===== config.mk =====
export PLATFORM = sky130hd
export DESIGN_NAME = ftsc_top
export DESIGN_NICKNAME = d
export VERILOG_FILES = /design/src/inc/ftsc_pkg.sv /design/src/core/ftsc_rst_sync.sv /design/src/core/ftsc_top.sv
export SDC_FILE = /design/constraint.sdc
export NUM_CORES = 1
export LEC_CHECK = 0
export ABC_CLOCK_PERIOD_IN_PS = 1600
export BUFFER_PORTS_ARGS = -buffer_cell sky130_fd_sc_hd__buf_4
export CORE_AREA = 2 2 84 86
export CTS_CLUSTER_SIZE = 8
export DETAILED_ROUTE_END_ITERATION = 10
export DIE_AREA = 0 0 86 88
export GPL_ROUTABILITY_DRIVEN = 0
export PLACE_DENSITY_LB_ADDON = 0.3
export SYNTH_ARGS = -nofsm -noshare
export SYNTH_HDL_FRONTEND = slang
export SYNTH_SLANG_ARGS = --single-unit

===== constraint.sdc =====
create_clock -name clk_sys -period 1.6 [get_ports clk_sys]
set_input_delay 0.08 -clock clk_sys [delete_from_list [all_inputs] [get_ports clk_sys]]
set_output_delay 0.08 -clock clk_sys [all_outputs]
set_load 0.005 [all_outputs]

===== src/inc/ftsc_pkg.sv =====
// Shared constants and types for the FIFO tag and software clear block.
package ftsc_pkg;

    // ==========================================================
    // Word layout
    // ==========================================================
    localparam int WORD_W  = 16;
    localparam int TAG_W   = 4;
    localparam int VALUE_W = 12;
    localparam int TAG_LSB = 12;

    // ==========================================================
    // Source tag codes
    // ==========================================================
    localparam logic [3:0] TAG_DIE_TEMP  = 4'h0;
    localparam logic [3:0] TAG_CH1_TEMP  = 4'h1;
    localparam logic [3:0] TAG_CH1_CURR  = 4'h2;
    localparam logic [3:0] TAG_AUX_ONE   = 4'h3;
    localparam logic [3:0] TAG_CH2_TEMP  = 4'h4;
    localparam logic [3:0] TAG_CH2_CURR  = 4'h5;
    localparam logic [3:0] TAG_AUX_TWO   = 4'h6;
    localparam logic [3:0] TAG_CH1_TAVG  = 4'h8;
    localparam logic [3:0] TAG_CH1_PAVG  = 4'h9;
    localparam logic [3:0] TAG_CH2_TAVG  = 4'ha;
    localparam logic [3:0] TAG_CH2_PAVG  = 4'hb;
    localparam logic [3:0] TAG_ERROR     = 4'he;
    localparam logic [3:0] TAG_EMPTY     = 4'hf;

    // ==========================================================
    // Software clear register bit positions
    // ==========================================================
    localparam int SC_CH1_CONV_CLR  = 0;
    localparam int SC_CH2_CONV_CLR  = 1;
    localparam int SC_QUEUE_CLR     = 2;
    localparam int SC_AVG_MEM_CLR   = 3;
    localparam int SC_ALARM_THR_CLR = 4;
    localparam int SC_FULL_ARM      = 5;
    localparam int SC_FULL_TRIGGER  = 6;

    // ==========================================================
    // Flag register layout
    // ==========================================================
    localparam int FLAG_RESTART = 10;

    // ==========================================================
    // Reset values
    // ==========================================================
    localparam logic [WORD_W-1:0] WORD_RST = 16'h0000;

    // ==========================================================
    // Types
    // ==========================================================
    typedef enum logic [3:0] {
        FTSC_SRC_DIE_TEMP,
        FTSC_SRC_CH1_TEMP,
        FTSC_SRC_CH1_CURR,
        FTSC_SRC_AUX_ONE,
        FTSC_SRC_CH2_TEMP,
        FTSC_SRC_CH2_CURR,
        FTSC_SRC_AUX_TWO,
        FTSC_SRC_CH1_TAVG,
        FTSC_SRC_CH1_PAVG,
        FTSC_SRC_CH2_TAVG,
        FTSC_SRC_CH2_PAVG
    } ftsc_src_t;

    typedef struct packed {
        ftsc_src_t          src;
        logic [VALUE_W-1:0] value;
    } ftsc_sample_t;

    typedef struct packed {
        logic [TAG_W-1:0]   tag;
        logic [VALUE_W-1:0] value;
    } ftsc_word_t;

    typedef struct packed {
        logic ch1ConvClr;
        logic ch2ConvClr;
        logic queueClr;
        logic avgMemClr;
        logic alarmThrClr;
        logic fullReset;
    } ftsc_clr_t;

    typedef enum logic [1:0] {
        FTSC_IDLE,
        FTSC_ARMED,
        FTSC_RESETTING
    } ftsc_state_t;

endpackage : ftsc_pkg


===== src/core/ftsc_rst_sync.sv =====
// Reset release synchroniser for the FIFO tag and software clear block.
`timescale 1ns/1ps
module ftsc_rst_sync (
    input  wire logic clk_sys,
    input  wire logic nrst,
    output logic      nrstSync
);

    logic stage1_r;
    logic stage2_r;

    // ==========================================================
    // Two flip-flop release
    // ==========================================================
    always_ff @(posedge clk_sys or negedge nrst) begin
        if (!nrst) begin
            stage1_r <= 1'b0;
            stage2_r <= 1'b0;
        end else begin
            stage1_r <= 1'b1;
            stage2_r <= stage1_r;
        end
    end

    assign nrstSync = stage2_r;

endmodule : ftsc_rst_sync


===== src/core/ftsc_top.sv =====
// FIFO source tagging, FIFO read formatting and software clear control.
`timescale 1ns/1ps
module ftsc_top
    import ftsc_pkg::*;
#(
    parameter int VALUE_BITS = VALUE_W
) (
    input  wire logic         clk_sys,
    input  wire logic         nrst,
    input  wire logic         clkEn,
    input  wire logic         convMonEn,
    input  wire logic         avgMonEn,
    input  wire logic         smpValid,
    input  wire ftsc_sample_t smpIn,
    output logic              queuePush,
    output ftsc_word_t        queueWord,
    input  wire logic         rdReq,
    input  wire logic         queueEmpty,
    input  wire ftsc_word_t   queueHead,
    input  wire logic         queueHeadErr,
    output logic              queuePop,
    output logic              rdValid,
    output ftsc_word_t        rdWord,
    input  wire logic [11:0]  flagIn,
    input  wire logic         flagRead,
    output logic              restartFlag,
    input  wire logic         swClrWr,
    input  wire logic [15:0]  swClrData,
    output ftsc_clr_t         clrOut,
    output logic              fullArmed,
    output logic              fullTrigBit
);

    // ==========================================================
    // Elaboration check
    // ==========================================================
    if (VALUE_BITS != VALUE_W) begin : gBadWidth
        $error("ftsc_top supports only a 12-bit value field.");
    end

    // ==========================================================
    // Reset synchroniser
    // ==========================================================
    logic rstN;

    ftsc_rst_sync uRstSync (
        .clk_sys  (clk_sys),
        .nrst     (nrst),
        .nrstSync (rstN)
    );

    // ==========================================================
    // Source tag encoding
    // ==========================================================
    function automatic logic [3:0] srcTag(input ftsc_src_t src);
        logic [3:0] tag;
        tag = TAG_DIE_TEMP;
        unique case (src)
            FTSC_SRC_DIE_TEMP: tag = TAG_DIE_TEMP;
            FTSC_SRC_CH1_TEMP: tag = TAG_CH1_TEMP;
            FTSC_SRC_CH1_CURR: tag = TAG_CH1_CURR;
            FTSC_SRC_AUX_ONE:  tag = TAG_AUX_ONE;
            FTSC_SRC_CH2_TEMP: tag = TAG_CH2_TEMP;
            FTSC_SRC_CH2_CURR: tag = TAG_CH2_CURR;
            FTSC_SRC_AUX_TWO:  tag = TAG_AUX_TWO;
            FTSC_SRC_CH1_TAVG: tag = TAG_CH1_TAVG;
            FTSC_SRC_CH1_PAVG: tag = TAG_CH1_PAVG;
            FTSC_SRC_CH2_TAVG: tag = TAG_CH2_TAVG;
            FTSC_SRC_CH2_PAVG: tag = TAG_CH2_PAVG;
            default:           tag = TAG_ERROR;
        endcase
        return tag;
    endfunction : srcTag

    // ==========================================================
    // Sample admission
    // ==========================================================
    wire isAvgSrc  = (smpIn.src >= FTSC_SRC_CH1_TAVG);
    wire srcLegal  = (smpIn.src <= FTSC_SRC_CH2_PAVG);
    wire admitConv = smpValid && srcLegal && !isAvgSrc && convMonEn;
    wire admitAvg  = smpValid && srcLegal && isAvgSrc && avgMonEn;
    wire admit     = admitConv || admitAvg;

    ftsc_word_t pushWord_nxt;
    assign pushWord_nxt.tag   = srcTag(smpIn.src);
    assign pushWord_nxt.value = smpIn.value;

    logic       queuePush_r;
    ftsc_word_t queueWord_r;

    always_ff @(posedge clk_sys or negedge rstN) begin
        if (!rstN) begin
            queuePush_r <= 1'b0;
            queueWord_r <= WORD_RST;
        end else if (clkEn) begin
            queuePush_r <= admit && !clrOut.queueClr;
            if (admit) begin
                queueWord_r <= pushWord_nxt;
            end
        end
    end

    assign queuePush = queuePush_r;
    assign queueWord = queueWord_r;

    // ==========================================================
    // Read formatting
    // ==========================================================
    logic restart_r;

    wire [11:0] flagView = {flagIn[11], restart_r, flagIn[9:0]};

    ftsc_word_t rdWord_nxt;
    assign rdWord_nxt.tag   = queueEmpty   ? TAG_EMPTY :
                              queueHeadErr ? TAG_ERROR :
                              queueHead.tag;
    assign rdWord_nxt.value = queueEmpty ? flagView : queueHead.value;

    assign queuePop = rdReq && !queueEmpty && clkEn;

    logic       rdValid_r;
    ftsc_word_t rdWord_r;

    always_ff @(posedge clk_sys or negedge rstN) begin
        if (!rstN) begin
            rdValid_r <= 1'b0;
            rdWord_r  <= WORD_RST;
        end else if (clkEn) begin
            rdValid_r <= rdReq;
            if (rdReq) begin
                rdWord_r <= rdWord_nxt;
            end
        end
    end

    assign rdValid = rdValid_r;
    assign rdWord  = rdWord_r;

    // ==========================================================
    // Software clear decode
    // ==========================================================
    ftsc_state_t state_r;
    ftsc_state_t state_nxt;

    wire wrArm   = swClrWr && swClrData[SC_FULL_ARM] && !swClrData[SC_FULL_TRIGGER];
    wire wrTrig  = swClrWr && swClrData[SC_FULL_TRIGGER];
    wire trigGo  = wrTrig && (state_r == FTSC_ARMED);

    ftsc_clr_t clr_nxt;
    assign clr_nxt.alarmThrClr = swClrWr && swClrData[SC_ALARM_THR_CLR];
    assign clr_nxt.avgMemClr   = swClrWr && swClrData[SC_AVG_MEM_CLR];
    assign clr_nxt.queueClr    = swClrWr && swClrData[SC_QUEUE_CLR];
    assign clr_nxt.ch2ConvClr  = swClrWr && swClrData[SC_CH2_CONV_CLR];
    assign clr_nxt.ch1ConvClr  = swClrWr && swClrData[SC_CH1_CONV_CLR];
    assign clr_nxt.fullReset   = trigGo;

    always_comb begin
        state_nxt = state_r;
        unique case (state_r)
            FTSC_IDLE: begin
                if (wrArm) begin
                    state_nxt = FTSC_ARMED;
                end
            end
            FTSC_ARMED: begin
                if (trigGo) begin
                    state_nxt = FTSC_RESETTING;
                end else if (swClrWr && !swClrData[SC_FULL_ARM]) begin
                    state_nxt = FTSC_IDLE;
                end
            end
            FTSC_RESETTING: begin
                state_nxt = wrArm ? FTSC_ARMED : FTSC_IDLE;
            end
        endcase
    end

    logic      fullTrigBit_r;
    ftsc_clr_t clr_r;

    // A trigger write that is not armed leaves the stored bit alone.
    wire trigBit_nxt = trigGo ? 1'b1 :
                       (swClrWr && state_r == FTSC_ARMED) ? swClrData[SC_FULL_TRIGGER] :
                       fullTrigBit_r;

    always_ff @(posedge clk_sys or negedge rstN) begin
        if (!rstN) begin
            state_r       <= FTSC_IDLE;
            clr_r         <= '0;
            fullTrigBit_r <= 1'b0;
        end else if (clkEn) begin
            state_r       <= state_nxt;
            clr_r         <= clr_nxt;
            fullTrigBit_r <= trigBit_nxt;
        end
    end

    assign clrOut      = clr_r;
    assign fullArmed   = (state_r == FTSC_ARMED);
    assign fullTrigBit = fullTrigBit_r;

    // ==========================================================
    // Restart flag
    // ==========================================================
    wire resetDone = (state_r == FTSC_RESETTING);

    // Completion wins over a read in the same cycle.
    wire restart_nxt = resetDone ? 1'b1 :
                       flagRead  ? 1'b0 :
                       restart_r;

    always_ff @(posedge clk_sys or negedge rstN) begin
        if (!rstN) begin
            restart_r <= 1'b0;
        end else if (clkEn) begin
            restart_r <= restart_nxt;
        end
    end

    assign restartFlag = restart_r;

endmodule : ftsc_top


# --- Word-level counts from Yosys, hierarchy flattened ---
# Memory sizes are Yosys's and may differ from the RTL's. A register that Yosys moved wholly into a read port is not among the register bits.
# Index checks and enable logic that the tools add are counted.
totals:
  memories: 1
  rom_bits: 64
  in_bits: 71
  register_bits: 42
  elab_cells: 69
  out_inout_bits: 44
op_classes:
  muxes: 12
  order_cmp: 2
  n_eq_ne: 4
  reduce_logical: 34
memory_table:
  columns: ["name", "depth", "word_bits", "read_ports", "rd_clocked_by_memory_dff", "wr", "line", "rtl"]
  rows:
  - ["(no name shown)", 16, 4, 1, 1, 0, "ftsc_top.sv:58", "unique case (src)"]
op_table:
  columns: ["cell", "count"]
  rows:
  - ["$logic_and 1x1->1", 19]
  - ["$mux 12", 1]
  - ["$mux 4", 2]
  - ["$reduce_and 2->1", 4]
  - ["$logic_not 1->1", 6]
  - ["$mux 2", 3]
  - ["$pmux 2 s3", 1]
  - ["$mux 1", 5]
  - ["$ge 4x3->1 const B", 1]
  - ["$le 4x4->1 const B", 1]
  - ["$reduce_bool 2->1", 2]
  - ["$ne 3x1->1 const B", 1]
  - ["$reduce_and 3->1", 1]
  - ["$eq 2x1->1 const B", 1]
  - ["$eq 2x2->1 const B", 1]
  - ["$logic_not 2->1", 1]
  - ["$ne 2x2->1 const B", 1]
  - ["$logic_or 1x1->1", 1]

# --- Longest topological paths before layout ---
# Gate-level depths: netlist (run 1).
logic_depth:
  ltp_word: 6
  ltp_mapped: 6

# --- Modules after synthesis ---
# Synthesis (run 1) repeated with hierarchy kept, for this count alone.
unflattened:
  hier_cells: 180
  hier_area_um2: 2097.0
modules_own_cells:
  columns: ["module", "n_inst", "cells_per_inst", "seq_area_each_um2", "area_each_um2"]
  rows:
  - ["ftsc_top", 1, 177, 1101.1, 2043.2]
  - ["ftsc_rst_sync", 1, 3, 50.0, 53.8]

# --- Least setup slack after synthesis (run 1) ---
# Ideal clock, no wire load.
synth_timing:
  path_kind: "register -> register"
  start: "register state_r[1]"
  end: "register state_r[0]"
  n_path_buf: 0
  t_required_ns: 1.475
  slack_ns: 0.025
  setup_ns: 0.125
  arrival_time_ns: 1.450
  path_stages_with_launch: 7
  cell_sequence: "dfrtp_1 inv_1 ha_1 and3b_1 a211oi_1 o21ai_1 mux2_2"
synth_between:
  elab_chain_cells: 4
  word_cells_on_any_way: 9
synth_lines:
  columns: ["item", "line", "rtl"]
  rows:
  - ["start, declared", "ftsc_top.sv:142", "ftsc_state_t state_r;"]
  - ["start signal, assigned", "ftsc_top.sv:192", "state_r <= state_nxt;"]
  - ["$eq 2x1->1 (*)", null, null]
  - ["named net fullArmed", "ftsc_top.sv:30", "output logic fullArmed,"]
  - ["$logic_and 1x1->1", "ftsc_top.sv:147", "wire trigGo = wrTrig && (state_r == FTSC_ARMED);"]
  - ["$ne 3x1->1 (no source line) or $mux 2 (tied branches)", null, null]
  - ["$reduce_and 3->1 (no source line) or $pmux 2 s3 (tied branches)", null, null]
# Mark *: on every way through the listed nets, which the timed path passes. The rest lies on a longest branch.
# A chain may end at the register's enable or synchronous reset.

# --- Worst setup path in the final report (run 1) ---
layout_timing:
  start: "register state_r[1]"
  end: "register state_r[0]"
layout_between:
  elab_chain_cells: 4
  word_cells_on_any_way: 9
layout_lines:
  columns: ["item", "line"]
  rows:
  - ["$eq 2x1->1", "ftsc_top.sv:147, ftsc_top.sv:159"]
  - ["$logic_and 1x1->1", "ftsc_top.sv:147"]
  - ["$ne 3x1->1 (no source line) or $mux 2 (tied branches)", null]
  - ["$reduce_and 3->1 (no source line) or $pmux 2 s3 (tied branches)", null]
# Several ways; a longest one is shown, not always the timed one.

==> results of run 1 <==
[path summary, 6_finish.rpt]
path	startpoint	to	slack, ps	cells after the start
min in group asynchronous	nrst	uRstSync.stage1_r	110	2
setup reg to reg	state_r[1]	state_r[0]	120	6
hold reg to reg	uRstSync.nrstSync	rdWord[5]	220	0
hold / removal	smpIn[0]	queueWord[0]	20	2
setup / recovery	state_r[1]	state_r[0]	120	6
max in group asynchronous	uRstSync.nrstSync	rdWord[10]	890	1
[cell usage after synthesis (2+ instances only)]
cell type,n,area share (%)
sky130_fd_sc_hd__mux2i_1,14,6.7
sky130_fd_sc_hd__ha_1,3,1.8
sky130_fd_sc_hd__a21oi_1,2,0.48
sky130_fd_sc_hd__buf_2,2,0.48
sky130_fd_sc_hd__mux2_2,6,3.2
sky130_fd_sc_hd__o22ai_1,2,0.60
sky130_fd_sc_hd__nor2_1,4,0.72
sky130_fd_sc_hd__inv_1,14,2.5
sky130_fd_sc_hd__nand3_1,6,1.4
sky130_fd_sc_hd__clkbuf_1,5,0.90
sky130_fd_sc_hd__o21ai_0,21,5.0
sky130_fd_sc_hd__mux2_4,9,6.4
sky130_fd_sc_hd__nand4_1,2,0.60
sky130_fd_sc_hd__nand2_1,20,3.6
sky130_fd_sc_hd__a22o_1,2,0.84
sky130_fd_sc_hd__o22a_1,3,1.3
sky130_fd_sc_hd__dfrtp_1,46,55
[metrics by stage]
step / hold WS (ps) / total power, mW / std cells
6_report: 16.7 / 3.27 / 378
5_1_grt: 1.89 / 3.50 / 378
4_1_cts: 1.87 / 3.30 / 371
3_5_place_dp: -133 / 2.55 / 359
3_3_place_gp: -137 / 2.53 / 359
2_1_floorplan: -216 / 1.98 / 180
[power by group through the flow]
stage | Combinational, mW | Sequential [mW] | Clock (mW)
6_report | 1.03 | 1.52 | 0.721
5_1_grt | 1.13 | 1.55 | 0.812
4_1_cts | 1.02 | 1.52 | 0.757
3_5_place_dp | 1.01 | 1.54 | 0
3_3_place_gp | 0.992 | 1.53 | 0
2_1_floorplan | 0.433 | 1.55 | 0
[worst max-delay path, cell delays in order, from the launching register on]
cell,delay (ps)
sky130_fd_sc_hd__dfrtp_1,400
sky130_fd_sc_hd__inv_2,70
sky130_fd_sc_hd__ha_2,170
sky130_fd_sc_hd__and3b_1,150
sky130_fd_sc_hd__a211oi_1,50
sky130_fd_sc_hd__o21ai_1,190
sky130_fd_sc_hd__mux2_2,350
[registers in the layout, summed over array words and instances, names as in the netlist]
name,flops
uRstSync.stage1_r,1
restartFlag,1
state_r,2
queueWord,16
queuePush,1
uRstSync.nrstSync,1
fullTrigBit,1
rdValid,1
clrOut,6
rdWord,16
[logic make-up after synthesis]
logic type / Yosys count / share of synthesized area (%)
buf+inv: 23 / 4.95
xor+xnor: 1 / 0.418
fa+ha+maj: 3 / 1.79
mux: 30 / 17.0
compound gates: 39 / 12.6
simple gates: 37 / 8.17
flops: 46 / 54.9
other cells: 1 / 0.179
[metal layers]
| layer | vias to the layer above | track usage (%) |
|---|---|---|
| met3 | 2 | 4.15 |
| li1 | 844 | - |
| met4 | 0 | 4.33 |
| met1 | 800 | 16.3 |
| met2 | 59 | 20.2 |
| met5 | - | 0 |
[layout make-up]
class / instances / area, µm²
Clock inverter: 1 / 5.00
Multi-Input combinational cell: 111 / 845
Inverter: 14 / 52.6
Sequential cell: 46 / 1150
Fill cell: 668 / 3470
Tap cell: 80 / 100
Clock buffer: 7 / 86.3
Timing Repair Buffer: 119 / 931
[cell usage in the layout, fill, tap and decap left out, types with 2 or more instances in the layout]
| master | instances |
|---|---|
| sky130_fd_sc_hd__nor2_1 | 4 |
| sky130_fd_sc_hd__mux2_4 | 9 |
| sky130_fd_sc_hd__o21ai_0 | 21 |
| sky130_fd_sc_hd__buf_4 | 108 |
| sky130_fd_sc_hd__a22o_1 | 2 |
| sky130_fd_sc_hd__o22ai_1 | 2 |
| sky130_fd_sc_hd__clkbuf_8 | 6 |
| sky130_fd_sc_hd__nand4_1 | 2 |
| sky130_fd_sc_hd__nand3_1 | 6 |
| sky130_fd_sc_hd__nand2_1 | 20 |
| sky130_fd_sc_hd__mux2i_1 | 14 |
| sky130_fd_sc_hd__ha_1 | 2 |
| sky130_fd_sc_hd__o22a_1 | 3 |
| sky130_fd_sc_hd__inv_1 | 13 |
| sky130_fd_sc_hd__dfrtp_1 | 45 |
| sky130_fd_sc_hd__a21oi_1 | 2 |
| sky130_fd_sc_hd__mux2_2 | 6 |
| sky130_fd_sc_hd__dlygate4sd3_1 | 10 |
[repair_timing]
item,CTS,global route
setup endpoints to repair,0,1
resized for setup,0,2
buffers inserted,0,1
hold buffers,4,6
hold endpoints to repair,5,6
==> impl_table.tex, run 1 <==
\begin{tabular}{lr}
\hline
Metric & Value \\
\hline
\multicolumn{2}{l}{\textbf{Outcome}} \\
Run status & finished, final reports clean \\
\multicolumn{2}{l}{\textbf{Floorplan}} \\
Floorplan row count & 30 \\
Die Height & 88 µm \\
Die area & about 7600 µm² \\
Chip width & 86 µm \\
Number of top-level pins & between 100 and 150 \\
Core ar. & 6640 µm² \\
Initial standard-cell utilization of the core & 31.6\% \\
\multicolumn{2}{l}{\textbf{Logic synthesis}} \\
Area of the mapped netlist & 2100 µm² \\
Count of cell types in the netlist & 36 \\
Register bit total from synthesis & 46 \\
Async SR Flop Fraction & 100\% \\
Synthesized instance count & 180 \\
Synthesized area divided by synthesized cell count & 11.7 µm² \\
Synth warn & 0 \\
Most used DFF post-synth & sky130\_fd\_sc\_hd\_\_dfrtp\_1 \\
Share of synthesized area occupied by flip-flops and latches & 54.9\% \\
Number of flops mapped to enable cells by yosys & 0 \\
Syn\_nets & 254 \\
\multicolumn{2}{l}{\textbf{Clock network}} \\
Clock sink count & between 40 and 50 \\
Deepest clock path buffer count & 2 \\
Worst skew pair latency & 290 ps \\
Clock-pin transition on the worst setup and hold timing paths & about 90 ps \\
Clock root cell & sky130\_fd\_sc\_hd\_\_clkbuf\_8 \\
CTS tree & done \\
Clock buffer count from CTS & 5 \\
Max H-tree Level & 2 \\
\multicolumn{2}{l}{\textbf{Placed design}} \\
Worst slack after detailed placement & 14.8 ps \\
Half-perimeter wire length after detailed placement & 3580 µm \\
Cell area after placement & 2970 µm² \\
IO buf count & $\sim$100 \\
\multicolumn{2}{l}{\textbf{Pwr}} \\
Net switching power of the design & around 0.9 mW \\
Power density of the placed cells & 1030 nW/µm² \\
Sw frac & 27.1\% \\
Seq pwr share & 46.4\% \\
Internal Power & about 2.4 mW \\
Clock network fraction of design power & 22.1\% \\
Combinational cell fraction of total power & 31.5\% \\
Maximum vdd ir drop & 0.546 mV \\
Leak Pwr & 1.59 nW \\
\multicolumn{2}{l}{\textbf{Global route}} \\
Initial antenna violation count & 0 \\
GRT Residual Overflow & 0 \\
Wire length of the first global-routing pass & around 7400 µm \\
Largest net degree at the start of global routing & 28 \\
Total routing resource utilization after global routing & 12.7\% \\
Vias in the first global route & 1,587 \\
\multicolumn{2}{l}{\textbf{Timing}} \\
Clk\_skew & 5.13 ps \\
RSZ-0062 raised after global routing & false \\
Pin slew with the least headroom to its limit & between 500 and 600 ps \\
Post-Route Setup TNS & 0 ps \\
Count of final setup violators & 0 \\
Final critical-path setup slack & 118 ps \\
Crit path time final & 1480 ps \\
Final hold violation count & 0 \\
Upper clock frequency limit & 0.675 GHz \\
Number of max-slew violations in the final report & 0 \\
Final worst path period share & roughly 93\% \\
Slew headroom & $\sim$65\% \\
\multicolumn{2}{l}{\textbf{Setup path}} \\
Worst Path Arrival & around 1700 ps \\
Path type of the worst setup path & reg -> reg \\
Kind of launch point of the worst setup path & flop \\
Worst-path fanout max & 3 \\
Required time of the critical path & 1780 ps \\
CP endpoint kind & flop \\
\multicolumn{2}{l}{\textbf{Route}} \\
Routed wire length on met3 & roughly 350 µm \\
Met1 layer wirelength in the final routing & about 2100 µm \\
DRT Pass-1 Iters & 4 \\
DR WL met2 & 2310 µm \\
DRC violation count after routing & 0 \\
Number of design-rule violations left by the first detailed-router iteration & 28 \\
Avg Vias per Cell & 4.51 \\
WL/cell & 12.7 µm \\
Detailed-route via count & approximately 1,700 \\
Total Wirelength & 4820 µm \\
Top layer in use & met4 \\
Antenna-violating nets left & 0 \\
\multicolumn{2}{l}{\textbf{Layout}} \\
Proportion of layout cells with a drive suffix above 1 & 46.3\% \\
Cell area after layout & 3170 µm² \\
Ant. Diodes & 0 \\
Syn-to-layout area delta & 51.3\% \\
Final Util & 47.7\% \\
Net count, final & between 300 and 400 \\
\multicolumn{2}{l}{\textbf{Job}} \\
Maximum capacitance violations & 0 \\
\multicolumn{2}{l}{\textbf{Min path}} \\
Path type of the worst min-delay path & in -> reg \\
\hline
\end{tabular}
Power figures use the tool's default switching activity.
==> run 2: changes to the inputs <==
--- a/config.mk
+++ b/config.mk
@@ -15,4 +15,5 @@
 export PLACE_DENSITY_LB_ADDON = 0.3
 export SYNTH_ARGS = -nofsm -noshare
 export SYNTH_HDL_FRONTEND = slang
+export SYNTH_HIERARCHICAL = 1
 export SYNTH_SLANG_ARGS = --single-unit
==> run 2 against run 1 <==
Net effect: first-iteration DRC count is 64% higher; non-clock buffer count shrank 6; wire length grew 0.29%; highest routed layer unchanged.
==> impl_table.tex, run 2 <==
\begin{tabular}{lr}
\hline
Metric & Value \\
\hline
\multicolumn{2}{l}{\textbf{Outcome}} \\
Run status & finished, final reports clean \\
\multicolumn{2}{l}{\textbf{Logic synthesis}} \\
Register bit total from synthesis & 46 (unchanged) \\
Count of cell types in the netlist & 36 (unchanged) \\
Proportion of netlist area held by the largest area contributor & 54.9\% (unchanged) \\
Leading cell types by count after synthesis & 46 x sky130\_fd\_sc\_hd\_\_dfrtp\_1, 21 x sky130\_fd\_sc\_hd\_\_o21ai\_0, 20 x sky130\_fd\_sc\_hd\_\_nand2\_1 \\
Synthesized instance count & 180 (unchanged) \\
Number of flops mapped to enable cells by yosys & 0 (unchanged) \\
Most used DFF post-synth & sky130\_fd\_sc\_hd\_\_dfrtp\_1 \\
Cells taking the most area after synthesis & sky130\_fd\_sc\_hd\_\_dfrtp\_1 55\%, sky130\_fd\_sc\_hd\_\_mux2i\_1 6.7\%, sky130\_fd\_sc\_hd\_\_mux2\_4 6.4\%, sky130\_fd\_sc\_hd\_\_o21ai\_0 5.0\%, sky130\_fd\_sc\_hd\_\_nand2\_1 3.6\% \\
Syn\_nets & 254 (unchanged) \\
Most common cell in the netlist & sky130\_fd\_sc\_hd\_\_dfrtp\_1 \\
Area of the mapped netlist & 2100 µm² (unchanged) \\
Synthesized area divided by synthesized cell count & 11.7 µm² (unchanged) \\
Async SR Flop Fraction & 100\% (unchanged) \\
Largest area contributor in the synthesized netlist & sky130\_fd\_sc\_hd\_\_dfrtp\_1 \\
Synth warn & 6 (+6) \\
Share of synthesized area occupied by flip-flops and latches & 54.9\% (unchanged) \\
\multicolumn{2}{l}{\textbf{Global route}} \\
Initial antenna violation count & 0 (unchanged) \\
GRT Residual Overflow & 0 (unchanged) \\
Total routing resource utilization after global routing & 13.2\% (+0.50 points) \\
Largest net degree at the start of global routing & 28 (unchanged) \\
Vias in the first global route & 1,642 (+3.5\%) \\
Wire length of the first global-routing pass & 7800 µm (+4.8\%) \\
\multicolumn{2}{l}{\textbf{Timing}} \\
Slew headroom & 64.5\% (-0.31 points) \\
Count of final setup violators & 0 (unchanged) \\
Upper clock frequency limit & 0.653 GHz (-3.2\%) \\
Crit path time final & 1530 ps (+49.5 ps) \\
Post-Route Setup TNS & 0 ps (unchanged) \\
Final worst path period share & 95.7\% (+3.1 points) \\
Pin slew with the least headroom to its limit & 531 ps (+4.59 ps) \\
RSZ-0062 raised after global routing & false \\
Final hold violation count & 0 (unchanged) \\
Clk\_skew & 4.67 ps (-0.465 ps) \\
Number of max-slew violations in the final report & 0 (unchanged) \\
\multicolumn{2}{l}{\textbf{Route}} \\
Avg Vias per Cell & 4.56 (+0.99\%) \\
Number of design-rule violations left by the first detailed-router iteration & 46 (+64\%) \\
DRT Pass-1 Iters & 4 (unchanged) \\
DRC violation count after routing & 0 (unchanged) \\
Detailed-route via count & 1,690 (-0.88\%) \\
Antenna-violating nets left & 0 (unchanged) \\
WL/cell & 13.0 µm (+2.2\%) \\
Total Wirelength & 4830 µm (+0.29\%) \\
\multicolumn{2}{l}{\textbf{Clock network}} \\
Deepest clock path buffer count & 2 (unchanged) \\
Clock buffer count from CTS & 5 (unchanged) \\
Clock root cell & sky130\_fd\_sc\_hd\_\_clkbuf\_8 \\
Max H-tree Level & 2 (unchanged) \\
Clock-pin transition on the worst setup and hold timing paths & 80 ps (about the same) \\
Clock sink count & 46 (unchanged) \\
Resize count post-CTS & 0 (unchanged) \\
Worst skew pair latency & 290 ps (about the same) \\
Count of buffers added by post-CTS timing repair for setup & 0 (unchanged) \\
CTS tree & done \\
\multicolumn{2}{l}{\textbf{Placed design}} \\
Placed cell count & 360 (+0.28\%) \\
Half-perimeter wire length after detailed placement & 3690 µm (+3.1\%) \\
Cell area after placement & 2970 µm² (-0.17\%) \\
IO buf count & 104 (unchanged) \\
\multicolumn{2}{l}{\textbf{Layout}} \\
Syn-to-layout area delta & 47.0\% \\
Ant. Diodes & 0 (unchanged) \\
Net count, final & 365 (-1.6\%) \\
Most common cell after layout, fill and taps aside & sky130\_fd\_sc\_hd\_\_buf\_4 \\
Proportion of layout cells with a drive suffix above 1 & 46.0\% (-0.26 points) \\
Finished Layout Cells & 371 (-1.9\%) \\
Number of filler cells placed in the layout & 665 (-0.45\%) \\
Cell area after layout & 3080 µm² (-2.8\%) \\
Top library cells by usage in the layout, fill and taps aside & 109 x sky130\_fd\_sc\_hd\_\_buf\_4, 45 x sky130\_fd\_sc\_hd\_\_dfrtp\_1, 21 x sky130\_fd\_sc\_hd\_\_o21ai\_0, 20 x sky130\_fd\_sc\_hd\_\_nand2\_1 \\
\multicolumn{2}{l}{\textbf{Setup path}} \\
Kind of launch point of the worst setup path & flop \\
Worst R2R Setup Slack & 70 ps (-50 ps) \\
Dominant delay contributor by cell family on the critical path & flip-flops \\
Required time of the critical path & 1780 ps (about the same) \\
Path type of the worst setup path & reg -> reg \\
Reg2reg end & state\_r[0] \\
Worst r2r path cells & 6 (unchanged) \\
Cell-by-cell listing of the critical path & inv\_1 > ha\_1 > and3b\_1 > a211oi\_1 > o21ai\_1 > mux2\_2 \\
Worst reg2reg path startpoint & state\_r[1] \\
Master of the slowest instance on the critical path & sky130\_fd\_sc\_hd\_\_dfrtp\_1 \\
Biggest cell delay along the critical path & 390 ps (about the same) \\
Worst Path Arrival & 1710 ps (+50 ps) \\
Bufs and invs on worst path & 1 (unchanged) \\
CP endpoint kind & flop \\
Worst-path fanout max & 3 (unchanged) \\
\multicolumn{2}{l}{\textbf{Min path}} \\
Hold wc startpoint & queueHead[13] \\
Path type of the worst min-delay path & in -> reg \\
WHS Endpoint & rdWord[13] \\
Worst hold path stage count & 2 (unchanged) \\
\multicolumn{2}{l}{\textbf{Floorplan}} \\
Initial standard-cell utilization of the core & 31.6\% (unchanged) \\
Die area & 7570 µm² (unchanged) \\
Die Height & 88 µm (unchanged) \\
Core ar. & 6640 µm² (unchanged) \\
Chip width & 86 µm (unchanged) \\
Number of top-level pins & 115 (unchanged) \\
Floorplan row count & 30 (unchanged) \\
\multicolumn{2}{l}{\textbf{Pwr}} \\
Power density of the placed cells & 1030 nW/µm² (about the same) \\
Leak Pwr & 1.55 nW (-2.4\%) \\
Maximum vdd ir drop & 0.689 mV (+26\%) \\
\multicolumn{2}{l}{\textbf{Job}} \\
Maximum capacitance violations & 0 (unchanged) \\
\hline
\end{tabular}
==> run 2: cell count changes in the layout (fill, tap and decap cells not counted) <==
cell,change
sky130_fd_sc_hd__dlygate4sd3_1,-6
sky130_fd_sc_hd__buf_12,-1
sky130_fd_sc_hd__buf_4,+1
sky130_fd_sc_hd__clkbuf_1,+1
sky130_fd_sc_hd__clkbuf_8,-1
sky130_fd_sc_hd__clkinv_2,-1
sky130_fd_sc_hd__ha_1,+1
sky130_fd_sc_hd__ha_2,-1
sky130_fd_sc_hd__inv_1,+1
sky130_fd_sc_hd__inv_2,-1
==> run 2: cell families (layout without fill, tap and decap cells) <==
| logic type | Yosys count | in the layout | share of synthesized area, % |
|---|---|---|---|
| buffers and inverters | 23 | 134 | 4.95 |
| flip-flops | 46 | 46 | 54.9 |
| XOR/XNOR | 1 | 1 | 0.418 |
| multiplexers | 30 | 30 | 17.0 |
| AND/OR/NAND/NOR | 37 | 37 | 8.17 |
| adder cells (fa/ha/maj) | 3 | 3 | 1.79 |
| other | 1 | 1 | 0.179 |
| AO/OA/AOI/OAI | 39 | 39 | 12.6 |
==> run 2: metal layers <==
layer	track usage, %	wire, µm	vias up
met3	3.77	364	5
met4	4.76	68	0
met1	16.1	2090	787
met5	0	0	-
li1	-	-	836
met2	22.3	2310	62
==> run 2: stage by stage <==
step	hold slack, ps	worst slack (ps)	power (mW)	utilization, %
2_1_floorplan	-216	25.3	1.98	-
3_3_place_gp	-136	26.1	2.52	44.6
3_5_place_dp	-135	5.88	2.55	44.6
4_1_cts	2.33	45.5	3.24	46.2
5_1_grt	4.41	0.182	3.41	46.4
6_report	11.3	68.8	3.18	46.4
==> run 2: layout make-up <==
| type | count | area, µm² | share of cell area (%) |
|---|---|---|---|
| tap | 80 | 100 | 3.25 |
| clock buffer | 7 | 76.3 | 2.48 |
| inverter | 14 | 52.6 | 1.71 |
| sequential | 46 | 1150 | 37.4 |
| multi-input combinational | 111 | 842 | 27.3 |
| timing repair buffer | 113 | 858 | 27.9 |
==> run 2: how the worst max path moves through the flow <==
stage / from / endpoint / slack [ps] / depth (start not counted)
CTS: state_r[1] / state_r[0] / 50 / 6
global placement: smpIn[12] / queueWord[11] / 30 / 5
global route: state_r[1] / state_r[0] / 0.2 / 6
finish: state_r[1] / state_r[0] / 70 / 6
detailed placement: smpIn[12] / queueWord[13] / 6 / 5
floorplan: state_r[1] / state_r[0] / 30 / 6
==> run 2: where the power goes <==
| group | switching, mW | internal, mW |
|---|---|---|
| clock | 0.355 | 0.301 |
| combinational | 0.377 | 0.628 |
| sequential | 0.135 | 1.38 |
==> run 2: what timing repair did <==
| item | in CTS | in global routing |
|---|---|---|
| endpoints found under the setup margin | 0 | 1 |
| hold buffers | 3 | 1 |
| endpoints found under the hold margin | 4 | 1 |
